--- config.mk ---
export PLATFORM = sky130hd
export DESIGN_NAME = single_wire_slot_timing_master
export DESIGN_NICKNAME = d
export VERILOG_FILES = /design/src/shared/owm_pkg.sv /design/src/hw/single_wire_slot_timing_master.sv /design/src/hw/owm_tick_divider.sv
export VERILOG_INCLUDE_DIRS = /design/src /design/src/shared
export SDC_FILE = /design/constraint.sdc
export NUM_CORES = 1
export LEC_CHECK = 0
export ABC_CLOCK_PERIOD_IN_PS = 3800
export BUFFER_PORTS_ARGS = -buffer_cell sky130_fd_sc_hd__buf_2
export CORE_UTILIZATION = 63
export CTS_BUF_LIST = sky130_fd_sc_hd__clkbuf_8
export CTS_CLUSTER_DIAMETER = 150
export DETAILED_ROUTE_END_ITERATION = 10
export GPL_ROUTABILITY_DRIVEN = 0
export HOLD_SLACK_MARGIN = 0.05
export MAX_ROUTING_LAYER = met4
export PLACE_DENSITY = 0.82
export SKIP_CTS_REPAIR_TIMING = 1
export SYNTH_ARGS = -nofsm -noshare
export SYNTH_HDL_FRONTEND = slang
export SYNTH_SLANG_ARGS = --single-unit
--- constraint.sdc ---
create_clock -name clk_i -period 3.8 [get_ports clk_i]
set_clock_uncertainty 0.15 [all_clocks]
set_input_delay 0.38 -clock clk_i [delete_from_list [all_inputs] [get_ports clk_i]]
set_output_delay 0.38 -clock clk_i [all_outputs]
set_load 0.03 [all_outputs]
--- src/shared/owm_timing_regs.svh ---
// Purpose: named timing figures of the single-wire slot timer, in timebase ticks
// Assumes: one tick lasts OWM_TB_NS; figures are longest times in us
// Notes: tick counts round down
`ifndef OWM_TIMING_REGS_SVH
`define OWM_TIMING_REGS_SVH

// ****************************************************************
// clock and timebase
// ****************************************************************
`define OWM_CLK_NS 10
`define OWM_TB_NS 1000
`define OWM_TICK_DIV (`OWM_TB_NS / `OWM_CLK_NS)
`define OWM_US_TICKS(us) (((us) * 1000) / `OWM_TB_NS)
`define OWM_CNT_W 10

// ****************************************************************
// reset and presence
// ****************************************************************
`define OWM_RSTL_STD `OWM_US_TICKS(626)
`define OWM_RSTL_OD `OWM_US_TICKS(63)
`define OWM_RSTH_STD `OWM_US_TICKS(636)
`define OWM_RSTH_OD `OWM_US_TICKS(74)
`define OWM_PDS_STD `OWM_US_TICKS(31)
`define OWM_PDS_LL `OWM_US_TICKS(38)
`define OWM_PDS_OD `OWM_US_TICKS(4)
`define OWM_PDWAIT_STD `OWM_US_TICKS(60)
`define OWM_PDWAIT_OD `OWM_US_TICKS(6)
`define OWM_PPM_AT_STD `OWM_US_TICKS(14)
`define OWM_PPM_AT_OD `OWM_US_TICKS(1)
`define OWM_PPM_LEN_STD `OWM_US_TICKS(8)
`define OWM_PPM_LEN_OD `OWM_US_TICKS(1)

// ****************************************************************
// time slots
// ****************************************************************
`define OWM_LOW1_STD `OWM_US_TICKS(6)
`define OWM_LOW1_LL `OWM_US_TICKS(9)
`define OWM_LOW1_OD `OWM_US_TICKS(1)
`define OWM_LOW0_STD `OWM_US_TICKS(78)
`define OWM_LOW0_OD `OWM_US_TICKS(10)
`define OWM_RDLOW `OWM_US_TICKS(1)
`define OWM_RDV_STD `OWM_US_TICKS(15)
`define OWM_RDV_LL `OWM_US_TICKS(25)
`define OWM_RDV_OD `OWM_US_TICKS(2)
`define OWM_SLOT_STD `OWM_US_TICKS(86)
`define OWM_SLOT_OD `OWM_US_TICKS(15)
`define OWM_REC_STD `OWM_US_TICKS(8)
`define OWM_REC_LL `OWM_US_TICKS(14)
`define OWM_REC_OD `OWM_US_TICKS(5)

// ****************************************************************
// strong pull-up windows
// ****************************************************************
`define OWM_ON1_STD `OWM_US_TICKS(8)
`define OWM_ON1_OD `OWM_US_TICKS(1)
`define OWM_ON2 `OWM_US_TICKS(10)
`define OWM_ON3_STD `OWM_US_TICKS(64)
`define OWM_ON3_OD `OWM_US_TICKS(9)
`define OWM_ON4_STD `OWM_US_TICKS(8)
`define OWM_ON4_OD `OWM_US_TICKS(1)
`define OWM_DLY1 `OWM_US_TICKS(1)
`define OWM_DLY2_STD `OWM_US_TICKS(499)
`define OWM_DLY2_OD `OWM_US_TICKS(39)
`define OWM_DLY3 `OWM_US_TICKS(1)
`define OWM_OFF1 `OWM_US_TICKS(2)
`define OWM_OFF2 `OWM_US_TICKS(1)
`define OWM_OFF2_FIRST `OWM_US_TICKS(4)

`endif

--- src/shared/owm_pkg.sv ---
// Purpose: types shared by the single-wire slot timer
// Assumes: timing figures come from owm_timing_regs.svh
// Notes: the tick counter width covers the longest window
`include "owm_timing_regs.svh"

package owm_pkg;
    // ****************************************************************
    // types
    // ****************************************************************
    typedef logic [`OWM_CNT_W-1:0] cnt_t;

    typedef enum logic [2:0] {
        ST_IDLE,
        ST_RST_OFF,
        ST_RST_LOW,
        ST_RST_HIGH,
        ST_SLOT_OFF,
        ST_SLOT_LOW,
        ST_SLOT_HIGH,
        ST_REC
    } state_t;
endpackage

--- src/hw/single_wire_slot_timing_master.sv ---
// Purpose: time-slot generator of a single-wire open-drain bus master
// Assumes: line_i and all requests are synchronous to clk_i
// Notes: requests are taken only while idle; the divisor sets the tick length
//
// Overview of operation
// (RULE1) master makes reset, write and read signalling
// (RULE2) reset low 626 or 63 ticks
// (RULE3) reset high phase 636 or 74 ticks
// (RULE4) sample presence after fall, or on timeout
// (RULE5) presence sample delay per speed and mode
// (RULE6) slave waits, then pulls presence low
// (RULE7) write one releases line after short low
// (RULE8) write zero holds line low long
// (RULE9) slave samples written level mid slot
// (RULE10) read slot starts with short low pulse
// (RULE11) slave holds low for zero, releases for one
// (RULE12) read data sampled after slot start
// (RULE13) each slot lasts its full slot time
// (RULE14) recovery time follows each slot
// (RULE15) all timing counted in timebase ticks
// (RULE16) pull-up window around presence detect
// (RULE17) presence recovery pull-up after long delay
// (RULE18) write one recovery pull-up window
// (RULE19) write zero window, turn-on and turn-off delays
// (RULE20) last bit holds pull-up or short window
// (RULE21) read recovery pull-up waits for line high
// (RULE22) recovery pull-up enables once line high
// (RULE23) pull-up only when allowed and line free
// (RULE24) idle supply keeps pull-up on when idle
// (RULE25) long line moves release, sample, recovery
// (RULE26) presence masking drives edge, result zero
// (RULE27) windows count divided-clock ticks per mode
`timescale 1ns/100ps

module single_wire_slot_timing_master
    import owm_pkg::*;
#(
    parameter int DIV_W = 8
) (
    input wire logic clk_i,
    input wire logic rst_i,
    input wire logic [DIV_W-1:0] tick_divisor_i,
    input wire logic start_reset_i,
    input wire logic start_slot_i,
    input wire logic slot_read_i,
    input wire logic write_value_i,
    input wire logic first_bit_i,
    input wire logic last_bit_i,
    input wire logic overdrive_select_i,
    input wire logic long_line_timing_i,
    input wire logic presence_masking_i,
    input wire logic strong_pullup_allow_i,
    input wire logic strong_pullup_idle_supply_i,
    input wire logic line_i,
    output logic line_o,
    output logic line_oe_o,
    output logic strong_pullup_enable_n_o,
    output logic busy_o,
    output logic slot_done_o,
    output logic presence_done_o,
    output logic presence_result_o,
    output logic read_bit_o
);
    `include "owm_timing_regs.svh"

    generate
        if (DIV_W < 7) begin : g_div_check
            $error("divisor too narrow for a microsecond tick");
        end
    endgenerate

    // ****************************************************************
    // state
    // ****************************************************************
    state_t state;
    state_t next_state;
    cnt_t cnt;
    cnt_t reach;
    cnt_t pres_cnt;
    cnt_t pres_reach;
    logic tick;
    logic clear_cnt;
    logic line_q;
    logic fell;
    logic sampled;
    logic rd_sampled;
    logic slot_read;
    logic wr_val;
    logic first;
    logic last;
    logic hold;
    cnt_t pu_dly;
    cnt_t pu_len;
    logic pu_wait;
    logic pu_pend2;

    // timebase enable; all windows advance on it
    owm_tick_divider #(
        .DIV_W(DIV_W)
    ) u_tick (
        .clk_i(clk_i),
        .rst_i(rst_i),
        .divisor_i(tick_divisor_i),
        .tick_o(tick) // (RULE15)
    );

    // ****************************************************************
    // per-mode window lengths
    // ****************************************************************
    logic od;
    logic ll;
    cnt_t t_rstl;
    cnt_t t_rsth;
    cnt_t t_pds;
    cnt_t t_pdwait;
    cnt_t t_ppm_at;
    cnt_t t_ppm_end;
    cnt_t t_low1;
    cnt_t t_low;
    cnt_t t_rdv;
    cnt_t t_slot;
    cnt_t t_rec;
    cnt_t t_on1;
    cnt_t t_on_slot;
    cnt_t t_dly2_rem;
    cnt_t t_off;

    // long line only applies at standard speed
    assign od = overdrive_select_i;
    assign ll = long_line_timing_i & ~overdrive_select_i; // (RULE25)
    assign t_rstl = od ? cnt_t'(`OWM_RSTL_OD) : cnt_t'(`OWM_RSTL_STD); // (RULE2)
    assign t_rsth = od ? cnt_t'(`OWM_RSTH_OD) : cnt_t'(`OWM_RSTH_STD); // (RULE3)
    assign t_pds = od ? cnt_t'(`OWM_PDS_OD) : ll ? cnt_t'(`OWM_PDS_LL)
        : cnt_t'(`OWM_PDS_STD); // (RULE5)
    assign t_pdwait = od ? cnt_t'(`OWM_PDWAIT_OD) : cnt_t'(`OWM_PDWAIT_STD);
    assign t_ppm_at = od ? cnt_t'(`OWM_PPM_AT_OD) : cnt_t'(`OWM_PPM_AT_STD);
    assign t_ppm_end = od ? cnt_t'(`OWM_PPM_AT_OD + `OWM_PPM_LEN_OD)
        : cnt_t'(`OWM_PPM_AT_STD + `OWM_PPM_LEN_STD);
    assign t_low1 = od ? cnt_t'(`OWM_LOW1_OD) : ll ? cnt_t'(`OWM_LOW1_LL)
        : cnt_t'(`OWM_LOW1_STD); // (RULE7)
    // read pulse is one tick, the shortest legal start
    assign t_low = slot_read ? cnt_t'(`OWM_RDLOW) : wr_val ? t_low1
        : od ? cnt_t'(`OWM_LOW0_OD) : cnt_t'(`OWM_LOW0_STD); // (RULE8) (RULE10)
    assign t_rdv = od ? cnt_t'(`OWM_RDV_OD) : ll ? cnt_t'(`OWM_RDV_LL)
        : cnt_t'(`OWM_RDV_STD); // (RULE12)
    assign t_slot = od ? cnt_t'(`OWM_SLOT_OD) : cnt_t'(`OWM_SLOT_STD); // (RULE13)
    assign t_rec = od ? cnt_t'(`OWM_REC_OD) : ll ? cnt_t'(`OWM_REC_LL)
        : cnt_t'(`OWM_REC_STD); // (RULE14)
    assign t_on1 = od ? cnt_t'(`OWM_ON1_OD) : cnt_t'(`OWM_ON1_STD);
    // reads use the write zero window; value unknown up front
    assign t_on_slot = (wr_val & ~slot_read)
        ? (od ? cnt_t'(`OWM_ON3_OD) : cnt_t'(`OWM_ON3_STD))
        : (od ? cnt_t'(`OWM_ON4_OD) : cnt_t'(`OWM_ON4_STD)); // (RULE18) (RULE19)
    // second presence delay counts from the sample
    assign t_dly2_rem = od ? cnt_t'(`OWM_DLY2_OD - `OWM_DLY1 - `OWM_ON1_OD)
        : cnt_t'(`OWM_DLY2_STD - `OWM_DLY1 - `OWM_ON1_STD); // (RULE17)
    assign t_off = first ? cnt_t'(`OWM_OFF2_FIRST) : cnt_t'(`OWM_OFF2); // (RULE19)

    // ****************************************************************
    // sequencing
    // ****************************************************************
    logic go_reset;
    logic go_slot;
    logic sample_pres;
    logic sample_rd;
    logic arm_slot;
    logic ppm_drive;
    logic drive_low;
    logic await_data;
    logic pu_on;
    logic next_pu;

    assign reach = cnt_t'(cnt + cnt_t'(1));
    assign pres_reach = cnt_t'(pres_cnt + cnt_t'(1));
    // reset wins over a slot request
    assign go_reset = (state == ST_IDLE) & start_reset_i; // (RULE1)
    assign go_slot = (state == ST_IDLE) & ~start_reset_i & start_slot_i; // (RULE1)
    assign sample_pres = (state == ST_RST_HIGH) & tick & ~sampled
        & ((fell & pres_reach == t_pds) | (~fell & reach == t_pdwait)); // (RULE4)
    assign sample_rd = slot_read & ~rd_sampled & tick & reach == t_rdv
        & (state == ST_SLOT_LOW | state == ST_SLOT_HIGH); // (RULE12)
    assign arm_slot = (state == ST_SLOT_HIGH) & tick & reach == t_slot;
    assign ppm_drive = (state == ST_RST_HIGH) & presence_masking_i
        & cnt >= t_ppm_at & cnt < t_ppm_end; // (RULE26)
    assign drive_low = (state == ST_RST_LOW) | (state == ST_SLOT_LOW) | ppm_drive;
    assign await_data = ((state == ST_RST_HIGH) & ~sampled)
        | ((state == ST_SLOT_HIGH) & slot_read & ~rd_sampled);
    assign pu_on = (pu_dly == '0) & (pu_len != '0) & ~pu_wait;
    // pull-up off while the line is pulled or answered
    assign next_pu = strong_pullup_allow_i & ~drive_low & ~await_data
        & state != ST_RST_OFF & state != ST_SLOT_OFF
        & (pu_on | (hold & (state == ST_REC | state == ST_IDLE))
        | (strong_pullup_idle_supply_i & state == ST_IDLE)); // (RULE23) (RULE24)

    // state transitions; windows end on the tick that reaches their length
    always_comb begin
        next_state = state;
        clear_cnt = 1'b0;
        unique case (state)
            ST_IDLE: begin
                clear_cnt = 1'b1;
                if (go_reset) begin
                    next_state = ST_RST_OFF;
                end else if (go_slot) begin
                    next_state = ST_SLOT_OFF;
                end
            end
            ST_RST_OFF: begin
                if (tick && reach == cnt_t'(`OWM_OFF1)) begin
                    next_state = ST_RST_LOW; // (RULE16)
                    clear_cnt = 1'b1;
                end
            end
            ST_RST_LOW: begin
                if (tick && reach == t_rstl) begin
                    next_state = ST_RST_HIGH; // (RULE2)
                    clear_cnt = 1'b1;
                end
            end
            ST_RST_HIGH: begin
                if (tick && reach == t_rsth) begin
                    next_state = ST_IDLE; // (RULE3)
                    clear_cnt = 1'b1;
                end
            end
            ST_SLOT_OFF: begin
                if (tick && reach == t_off) begin
                    next_state = ST_SLOT_LOW;
                    clear_cnt = 1'b1;
                end
            end
            ST_SLOT_LOW: begin
                if (tick && reach == t_low) begin
                    next_state = ST_SLOT_HIGH; // (RULE7) (RULE8) (RULE10)
                end
            end
            ST_SLOT_HIGH: begin
                if (arm_slot) begin
                    next_state = ST_REC; // (RULE13)
                    clear_cnt = 1'b1;
                end
            end
            ST_REC: begin
                if (tick && reach == t_rec) begin
                    next_state = ST_IDLE; // (RULE14)
                    clear_cnt = 1'b1;
                end
            end
        endcase
    end

    // state and tick counter; one count spans slot low and high
    always_ff @(posedge clk_i) begin
        if (rst_i) begin
            state <= ST_IDLE;
            cnt <= '0;
        end else begin
            state <= next_state;
            cnt <= clear_cnt ? '0 : tick ? reach : cnt; // (RULE27)
        end
    end

    // request capture at slot start
    always_ff @(posedge clk_i) begin
        if (rst_i) begin
            slot_read <= 1'b0;
            wr_val <= 1'b0;
            first <= 1'b0;
            last <= 1'b0;
        end else if (go_slot) begin
            slot_read <= slot_read_i;
            wr_val <= write_value_i;
            first <= first_bit_i;
            last <= last_bit_i;
        end
    end

    // ****************************************************************
    // presence and read sampling
    // ****************************************************************
    // fall after release starts the sample delay
    always_ff @(posedge clk_i) begin
        if (rst_i) begin
            line_q <= 1'b1;
            fell <= 1'b0;
            pres_cnt <= '0;
            sampled <= 1'b0;
        end else begin
            line_q <= line_i;
            if (state == ST_RST_LOW) begin
                fell <= 1'b0;
                pres_cnt <= '0;
                sampled <= 1'b0;
            end else if (state == ST_RST_HIGH) begin
                fell <= fell | (line_q & ~line_i); // (RULE4)
                pres_cnt <= (fell & tick) ? pres_reach : pres_cnt;
                sampled <= sampled | sample_pres;
            end
        end
    end

    // results; masking always reports a device
    always_ff @(posedge clk_i) begin
        if (rst_i) begin
            presence_result_o <= 1'b0;
            read_bit_o <= 1'b0;
            rd_sampled <= 1'b0;
        end else begin
            if (sample_pres) begin
                presence_result_o <= presence_masking_i ? 1'b0 : line_i; // (RULE4) (RULE26)
            end
            if (go_slot) begin
                rd_sampled <= 1'b0;
            end else if (sample_rd) begin
                rd_sampled <= 1'b1;
                read_bit_o <= line_i; // (RULE12)
            end
        end
    end

    // ****************************************************************
    // strong pull-up windows
    // ****************************************************************
    // delay, wait for high if asked, then count on time
    always_ff @(posedge clk_i) begin
        if (rst_i || go_reset || go_slot) begin
            pu_dly <= '0;
            pu_len <= '0;
            pu_wait <= 1'b0;
            pu_pend2 <= 1'b0;
        end else if (sample_pres) begin
            pu_dly <= cnt_t'(`OWM_DLY1); // (RULE16)
            pu_len <= t_on1;
            pu_wait <= 1'b0;
            pu_pend2 <= 1'b1;
        end else if (arm_slot) begin
            pu_dly <= cnt_t'(`OWM_DLY3); // (RULE19)
            pu_len <= t_on_slot; // (RULE18)
            pu_wait <= 1'b1; // (RULE21)
        end else if (tick) begin
            if (pu_dly != '0) begin
                pu_dly <= cnt_t'(pu_dly - cnt_t'(1));
            end else if (pu_wait) begin
                pu_wait <= ~line_i; // (RULE21) (RULE22)
            end else if (pu_len != '0) begin
                pu_len <= cnt_t'(pu_len - cnt_t'(1));
                if (pu_len == cnt_t'(1) && pu_pend2) begin
                    pu_dly <= t_dly2_rem; // (RULE17)
                    pu_len <= cnt_t'(`OWM_ON2);
                    pu_wait <= 1'b1; // (RULE22)
                    pu_pend2 <= 1'b0;
                end
            end
        end
    end

    // last-bit hold lasts until the next reset or slot
    always_ff @(posedge clk_i) begin
        if (rst_i || go_reset || go_slot) begin
            hold <= 1'b0;
        end else if (arm_slot) begin
            hold <= last & strong_pullup_idle_supply_i; // (RULE20)
        end
    end

    // ****************************************************************
    // outputs
    // ****************************************************************
    // registered outputs; line drive lags state one clock
    always_ff @(posedge clk_i) begin
        if (rst_i) begin
            line_o <= 1'b0;
            line_oe_o <= 1'b0;
            strong_pullup_enable_n_o <= 1'b1;
            busy_o <= 1'b0;
            slot_done_o <= 1'b0;
            presence_done_o <= 1'b0;
        end else begin
            line_o <= 1'b0;
            line_oe_o <= drive_low; // (RULE1)
            strong_pullup_enable_n_o <= ~next_pu; // (RULE23)
            busy_o <= next_state != ST_IDLE;
            slot_done_o <= (state == ST_REC) & (next_state == ST_IDLE);
            presence_done_o <= (state == ST_RST_HIGH) & (next_state == ST_IDLE);
        end
    end
endmodule

--- src/hw/owm_tick_divider.sv ---
// Purpose: divides the system clock down to the one-tick timebase enable
// Assumes: divisor is held stable while the link is busy
// Notes: a divisor of 0 or 1 gives a tick on every clock
`timescale 1ns/100ps

module owm_tick_divider #(
    parameter int DIV_W = 8
) (
    input wire logic clk_i,
    input wire logic rst_i,
    input wire logic [DIV_W-1:0] divisor_i,
    output logic tick_o
);
    logic [DIV_W-1:0] count;
    logic [DIV_W:0] count_inc;
    logic wrap;

    generate
        if (DIV_W < 2) begin : g_width_check
            $error("divider width too small");
        end
    endgenerate

    // one bit wider, so the increment cannot overflow
    assign count_inc = {1'b0, count} + {{DIV_W{1'b0}}, 1'b1};
    assign wrap = count_inc >= {1'b0, divisor_i};

    // free-running prescaler
    always_ff @(posedge clk_i) begin
        if (rst_i) begin
            count <= '0;
            tick_o <= 1'b0;
        end else begin
            count <= wrap ? '0 : count_inc[DIV_W-1:0];
            tick_o <= wrap; // (RULE27)
        end
    end
endmodule

==> flow_metrics.py, run 1 <==
metrics = {
    "timing": {
        "worst_pin_slew_ns": 0.8175,
        "max_freq_mhz": 287.6,
        "rsz0062_at_grt": "false",
        "tns_ns": 0,
        "finalCritPeriodShare": 0.9149,
        "hold_viol": 0,
        "fin_ws_ns": 0.3233,
        "slew_viol_final": 0,
        "whs_ns": 0.1107,
        "max-slew-margin-rel": 0.4511,
        "setup-violations-final": 0,
        "timing.final.crit_period_ns": 3.477,
    },
    "power_and_ir_drop": {
        "power_mw": 1.502,
        "p_per_area_nw_per_um2": 302.4,
        "leakage_nw": 1.893,
        "p_sw_frac": 0.2592,
        "p_int_mw": 1.113,
        "pwr-share-seq": 0.504,
        "pwr-share-clk": 0.408,
        "p_switching_mw": 0.3895,
        "combPwrFrac": 0.088,
        "ir_worst_vdd_mv": 0.2040,
    },
    "drt": {
        "post_drt_wl_per_cell_um": 15.38,
        "vias": 4401,
        "drtIter0Drc": 303,
        "final_antenna_net_count": 0,
        "avgViaCountPerCell": 6.260,
        "drtPass1Iterations": 5,
        "routed_wl_um": 10810,
        "drc": 0,
    },
    "critical_path": {
        "path_cells": "ha_1 -> nand4_1 -> nor3_1 -> nor3_1 -> nand4b_1 -> nor4_4 -> a21oi_2 -> nand2_1 -> a311oi_1",
        "r2r_cells": 9,
        "critPathArrivalTime_ns": 3.53,
        "cpPeakStageDelay_ns": 0.55,
        "reg2reg_to": "pu_len[2]",
        "r2r_slack_ns": 0.32,
        "critical_path_class": "reg2reg",
        "crit_top_cell": "nor3_1",
        "worst-path-max-fanout": 12,
        "crit_path_end_kind": "register",
        "start_kind": "register",
        "critPathRequiredTime_ns": 3.85,
        "cpMaxStageDelayCell": "dfxtp_1",
        "timing.rr.start": "cnt[0]",
    },
    "die": {
        "start_util": 0.6672,
        "coreArea_um2": 6944,
        "io_pins": 30,
        "die_h_um": 87.76,
        "die_w_um": 87.76,
        "rows": 30,
        "dieArea_um2": 7701,
    },
    "logic_synthesis": {
        "synthMuxAreaShare": 0.02187,
        "avgSynthCellArea_um2": 7.787,
        "synth_edf_count": 0,
        "synthesis.nets": 638,
        "yosysSeqAreaShare": 0.3025,
        "synthAdderAreaFrac": 0.05671,
        "ys_types": 70,
        "synth_xor_xnor_area_share": 0.09371,
        "syn_inst": 595,
        "synth_flop_cell": "dfxtp_1",
        "async_flop_share": 0,
        "ys_ff_latch": 70,
        "synth_top_family_by_area": "simple AND/OR/NAND/NOR gates",
        "netlist_area_um2": 4633,
        "synthSimpleGateAreaFrac": 0.3089,
        "yosys_warnings": 0,
        "synth_compound_area_frac": 0.1634,
    },
    "placement": {
        "dp.cells": 687,
        "dp_hpwl_um": 7856,
        "dp_slack_ns": 0.3238,
        "placed_cell_area_um2": 4761,
        "port-buffer-count": 28,
    },
    "layout": {
        "final_core_util": 0.7155,
        "nNetsFinal": 645,
        "nFillCells": 583,
        "area_growth_pct": 7.237,
        "instances_no_fill": 703,
        "final_area_um2": 4969,
        "drive_above_1_share": 0.1038,
        "n_antenna_cell": 0,
    },
    "global_routing": {
        "antenna_found_initial": 0,
        "met1_usage": 0.3836,
        "use_met2": 0.4693,
        "grt_usage": 0.3026,
        "grt_max_degree": 20,
        "busiest_layer": "met2",
        "gr-total-overflow": 0,
        "grt_pass1_vias": 3812,
        "grt_pass1_wl_um": 17770,
        "use_met3": 0.06598,
    },
    "cts": {
        "cts_root_buffer": "clkbuf_8",
        "clk_pin_slew_ns": 0.08,
        "clk_path_buf_depth": 2,
        "cts_sinks": 70,
        "insertion_delay_ns": 0.36,
        "cts_tree": "built",
        "htreeDepth": 3,
        "cts_buffers": 9,
    },
    "run": {
        "maxCapViolations": 0,
    },
    "min_path": {
        "hold_depth": 3,
        "min-delay-path-class": "in2reg",
        "holdPathEnd": "last",
        "min_from": "last_bit_i",
    },
    "outcome": {
        "status": "finished clean",
    },
}
critical path: cells and delay by family, from the launching register on:
family	cells	cell delay (ns)
simple gates	6	1.93
flops	1	0.55
fa+ha+maj	1	0.46
compound gates	2	0.25
final cells by class:
cell class / count / area [um2] / share of cell area
repair buffers: 30 / 155.1 / 0.03123
clock buffers: 10 / 137.6 / 0.02770
well taps: 96 / 120.1 / 0.02418
clock inverters: 6 / 62.56 / 0.01259
flip-flops and latches: 70 / 1401 / 0.2820
multi-input cells: 466 / 2998 / 0.6034
inverters: 25 / 93.84 / 0.01889
logic make-up (layout without fill, tap and decap cells):
| group | count (synthesis) | in the layout |
|---|---|---|
| simple gates | 275 | 275 |
| compound gates | 111 | 111 |
| flops | 70 | 70 |
| buf+inv | 59 | 71 |
| xor+xnor | 48 | 48 |
| fa+ha+maj | 21 | 21 |
| mux | 10 | 10 |
| other cells | 1 | 1 |
worst max-delay path by stage:
stage | start | to | slack (ns) | cells after the start
2_1_floorplan | cnt[1] | pu_len[2] | 1.03 | 10
3_3_place_gp | cnt[0] | pu_len[1] | 0.49 | 9
3_5_place_dp | cnt[0] | pu_len[2] | 0.32 | 9
4_1_cts | cnt[0] | pu_len[2] | 0.29 | 9
5_1_grt | cnt[0] | pu_len[1] | 0.04 | 9
6_report | cnt[0] | pu_len[2] | 0.32 | 9
routing by layer:
layer	part of all wire	wire [um]	vias up
li1	-	-	2155
met1	0.45	4834	2020
met2	0.46	4933	185
met3	0.067	721	41
met4	0.030	319	0
met5	0	0	-
flip-flops by register name, summed over array words and instances, names as in the netlist, 3 cells and up:
name and flops:
pu_len 10, state 3, pu_dly 10, pres_cnt 10, u_tick.count 8, cnt 10
power by group through the flow:
stage | logic, mW | registers (mW) | clock network [mW]
2_1_floorplan | 0.0955 | 0.770 | 0
3_3_place_gp | 0.128 | 0.773 | 0
3_5_place_dp | 0.131 | 0.773 | 0
4_1_cts | 0.132 | 0.756 | 0.621
5_1_grt | 0.146 | 0.758 | 0.654
6_report | 0.133 | 0.757 | 0.613
cell usage in the layout, fill, tap and decap left out, types with 3 or more instances in the layout:
master and n:
and3_1 12, nand4_1 16, nand2b_1 7, nor4_1 9
a211oi_1 7, buf_2 28, a21boi_0 5, inv_1 25
nand2_1 53, xnor2_1 26, nor3_1 27, o21a_1 5
or3_1 7, a21oi_1 22, nor2b_1 9, a31oi_1 14
and4_1 6, a311oi_1 3, o21ai_0 22, nor3b_1 3
nor2_1 74, mux2i_1 9, ha_1 21, dfxtp_1 70
or4_1 6, o211ai_1 5, nand3_1 26, xor2_1 20
o31ai_1 3, clkbuf_8 10
synth_stat cells, types with 2 or more instances:
master | count | area (um2)
a211o_1 | 2 | 17.52
or2_1 | 2 | 12.51
o21a_1 | 5 | 37.54
a22o_1 | 2 | 17.52
a31oi_1 | 14 | 87.58
nor4_4 | 2 | 42.54
nor3b_1 | 3 | 22.52
ha_1 | 21 | 262.8
nor3_1 | 27 | 135.1
nand4b_1 | 2 | 17.52
o31ai_1 | 3 | 22.52
nand4_1 | 16 | 100.1
a211oi_1 | 7 | 52.55
a311oi_1 | 3 | 26.28
buf_1 | 3 | 11.26
or4_1 | 6 | 45.04
and3_1 | 12 | 75.07
a21oi_1 | 22 | 110.1
inv_1 | 24 | 90.09
buf_4 | 3 | 22.52
buf_2 | 7 | 35.03
and3b_1 | 2 | 17.52
xnor2_1 | 27 | 236.5
o22ai_1 | 2 | 12.51
o21ai_0 | 22 | 110.1
nand3b_1 | 2 | 15.01
nor2b_1 | 9 | 56.30
dfxtp_1 | 70 | 1401
o41ai_1 | 2 | 17.52
nand2b_1 | 7 | 43.79
and4_1 | 6 | 52.55
or3_1 | 7 | 43.79
nor2_2 | 2 | 12.51
a21boi_0 | 5 | 37.54
and2_1 | 2 | 12.51
o211ai_1 | 5 | 37.54
nor2_1 | 74 | 277.8
mux2i_1 | 9 | 90.09
clkbuf_1 | 21 | 78.83
nand3_1 | 26 | 130.1
nand2_1 | 53 | 198.9
xor2_1 | 20 | 175.2
nor4_1 | 9 | 56.30
Power figures use the tool's default switching activity.
==> run 2, diff against run 1 <==
--- a/config.mk
+++ b/config.mk
@@ -8,11 +8,12 @@
 export LEC_CHECK = 0
 export ABC_CLOCK_PERIOD_IN_PS = 3800
 export BUFFER_PORTS_ARGS = -buffer_cell sky130_fd_sc_hd__buf_2
+export CORE_ASPECT_RATIO = 1.4
 export CORE_UTILIZATION = 63
 export CTS_BUF_LIST = sky130_fd_sc_hd__clkbuf_8
 export CTS_CLUSTER_DIAMETER = 150
 export DETAILED_ROUTE_END_ITERATION = 10
-export GPL_ROUTABILITY_DRIVEN = 0
+export GPL_ROUTABILITY_DRIVEN = 1
 export HOLD_SLACK_MARGIN = 0.05
 export MAX_ROUTING_LAYER = met4
 export PLACE_DENSITY = 0.82
==> run 2 against run 1 <==
Critical path type unchanged. Non-clock buffer count up 1. Register-to-register slack worse by 0.07 ns. Total power down 1.1%. First-iteration DRC count down 35%. Final area about the same. Highest routed layer unchanged.
==> flow_metrics.py, run 2 (same netlist as run 1, synthesis figures left out) <==
metrics = {
    "placement": {
        "port-buffer-count": 28,
        "dp_hpwl_um": 8472,
        "finalWeightedCongestion": 1.038,
    },
    "critical_path": {
        "start_kind": "register",
        "crit_buf_inv": 0,
        "cpPeakStageDelay_ns": 0.53,
        "critPathArrivalTime_ns": 3.67,
        "crit_family": "compound AO/OA/AOI/OAI gates",
        "cpMaxStageDelayCell": "dfxtp_1",
        "critPathRequiredTime_ns": 3.92,
        "crit_path_end_kind": "register",
        "critical_path_class": "reg2reg",
        "worst-path-max-fanout": 12,
        "path_cells": "ha_1 -> nand4_1 -> o2111ai_1 -> o21ai_0 -> a21oi_1 -> nor4_4 -> nor3_1 -> o2111ai_2 -> a211oi_2",
    },
    "cts": {
        "clk_pin_slew_ns": 0.07,
        "cts_buffers": 9,
        "insertion_delay_ns": 0.35,
        "cts_root_buffer": "clkbuf_8",
        "cts_tree": "built",
        "clk_path_buf_depth": 2,
        "cts_sinks": 70,
        "htreeDepth": 3,
    },
    "global_routing": {
        "grt_pass1_vias": 4045,
        "grt_pass1_wl_um": 18230,
        "gr-total-overflow": 0,
        "grt_max_degree": 20,
        "grt_usage": 0.3182,
        "antenna_found_initial": 0,
    },
    "drt": {
        "highest_layer": "met4",
        "drtIter0Drc": 197,
        "dr_wl_met3_um": 498,
        "vias": 4363,
        "routed_wl_um": 11390,
        "drtPass1Iterations": 5,
        "final_antenna_net_count": 0,
        "wirelength_met1_um": 4425,
        "post_drt_wl_per_cell_um": 16.22,
        "drc": 0,
        "avgViaCountPerCell": 6.215,
        "wl_met2_um": 5993,
    },
    "timing": {
        "setup-violations-final": 0,
        "finalCritPeriodShare": 0.9333,
        "max-slew-margin-rel": 0.5219,
        "worst_pin_slew_ns": 0.7120,
        "max_freq_mhz": 282.0,
        "tns_ns": 0,
        "slew_viol_final": 0,
        "hold_viol": 0,
        "timing.final.crit_period_ns": 3.547,
    },
    "power_and_ir_drop": {
        "p_switching_mw": 0.3773,
        "pwr-share-seq": 0.510,
        "leakage_nw": 1.902,
        "p_int_mw": 1.108,
        "pwr-share-clk": 0.398,
        "ir_worst_vdd_mv": 0.2229,
        "p_sw_frac": 0.2540,
        "p_per_area_nw_per_um2": 298.7,
        "combPwrFrac": 0.092,
    },
    "die": {
        "die_w_um": 74.48,
        "rows": 36,
        "coreArea_um2": 7027,
        "io_pins": 30,
        "start_util": 0.6594,
        "dieArea_um2": 7706,
        "die_h_um": 103.5,
    },
    "min_path": {
        "min-delay-path-class": "in2reg",
    },
    "layout": {
        "n_antenna_cell": 0,
        "nNetsFinal": 646,
        "layout_common_cells": "nor2_1 (74), dfxtp_1 (70), nand2_1 (53), buf_2 (28)",
        "drive_above_1_share": 0.1087,
        "final_core_util": 0.7076,
        "area_growth_pct": 7.318,
        "final_common_cell": "nor2_1",
    },
    "run": {
        "maxCapViolations": 0,
    },
    "outcome": {
        "status": "finished clean",
    },
}
-- run 2: cell count changes in the layout (fill, tap and decap cells not counted), moves of 2 or more --
cell        previous run  this run
clkinv_2               1         4
clkinvlp_4             2         0
nor3_1                27        25
nor3_2                 0         2
-- run 2: metrics by stage --
stage | total power [mW] | cells | instance area [um2] | worst slack (ns) | hold slack (ns)
floorplan | 0.8654 | 595 | 4633 | 1.025 | 0.3009
global placement | 0.9037 | 687 | 4767 | 0.4724 | 0.3192
detailed placement | 0.9082 | 687 | 4767 | 0.2996 | 0.3288
CTS | 1.489 | 702 | 4955 | 0.2913 | 0.1181
global route | 1.539 | 702 | 4972 | -0.02117 | 0.1308
finish | 1.485 | 702 | 4972 | 0.2534 | 0.1312
-- run 2: power groups by stage --
stage / Clock (mW) / Combinational [mW] / Sequential (mW)
after floorplan: 0 / 0.0955 / 0.770
after global placement: 0 / 0.131 / 0.773
after detailed placement: 0 / 0.135 / 0.773
after CTS: 0.597 / 0.136 / 0.757
after global routing: 0.629 / 0.151 / 0.758
final: 0.591 / 0.137 / 0.757
-- run 2: final timing paths --
check	from	to	slack, ns	cells after the start
setup / recovery	cnt[0]	cnt[1]	0.25	9
hold / removal	slot_read_i	slot_read	0.13	3
setup reg to reg	cnt[0]	cnt[1]	0.25	9
hold reg to reg	hold	hold	0.35	2
-- run 2: tightest hold or removal path, delay by kind of cell --
kind / cells / cell delay [ns]
buffers and inverters: 1 / 0.09
multiplexers: 1 / 0.06
AND/OR/NAND/NOR: 1 / 0.07
-- run 2: layer usage --
| layer | global-route usage | up-vias |
|---|---|---|
| li1 | - | 2138 |
| met1 | 0.3217 | 2039 |
| met2 | 0.5676 | 142 |
| met3 | 0.04167 | 44 |
| met4 | 0.2017 | 0 |
| met5 | - | - |
-- run 2: layout make-up --
cell class | instances | area [um2]
multi-input combinational | 466 | 3008
fill | 585 | 2054
sequential | 70 | 1401
timing repair buffer | 31 | 162.7
clock buffer | 10 | 137.6
tap | 95 | 118.9
inverter | 25 | 93.84
clock inverter | 5 | 50.05
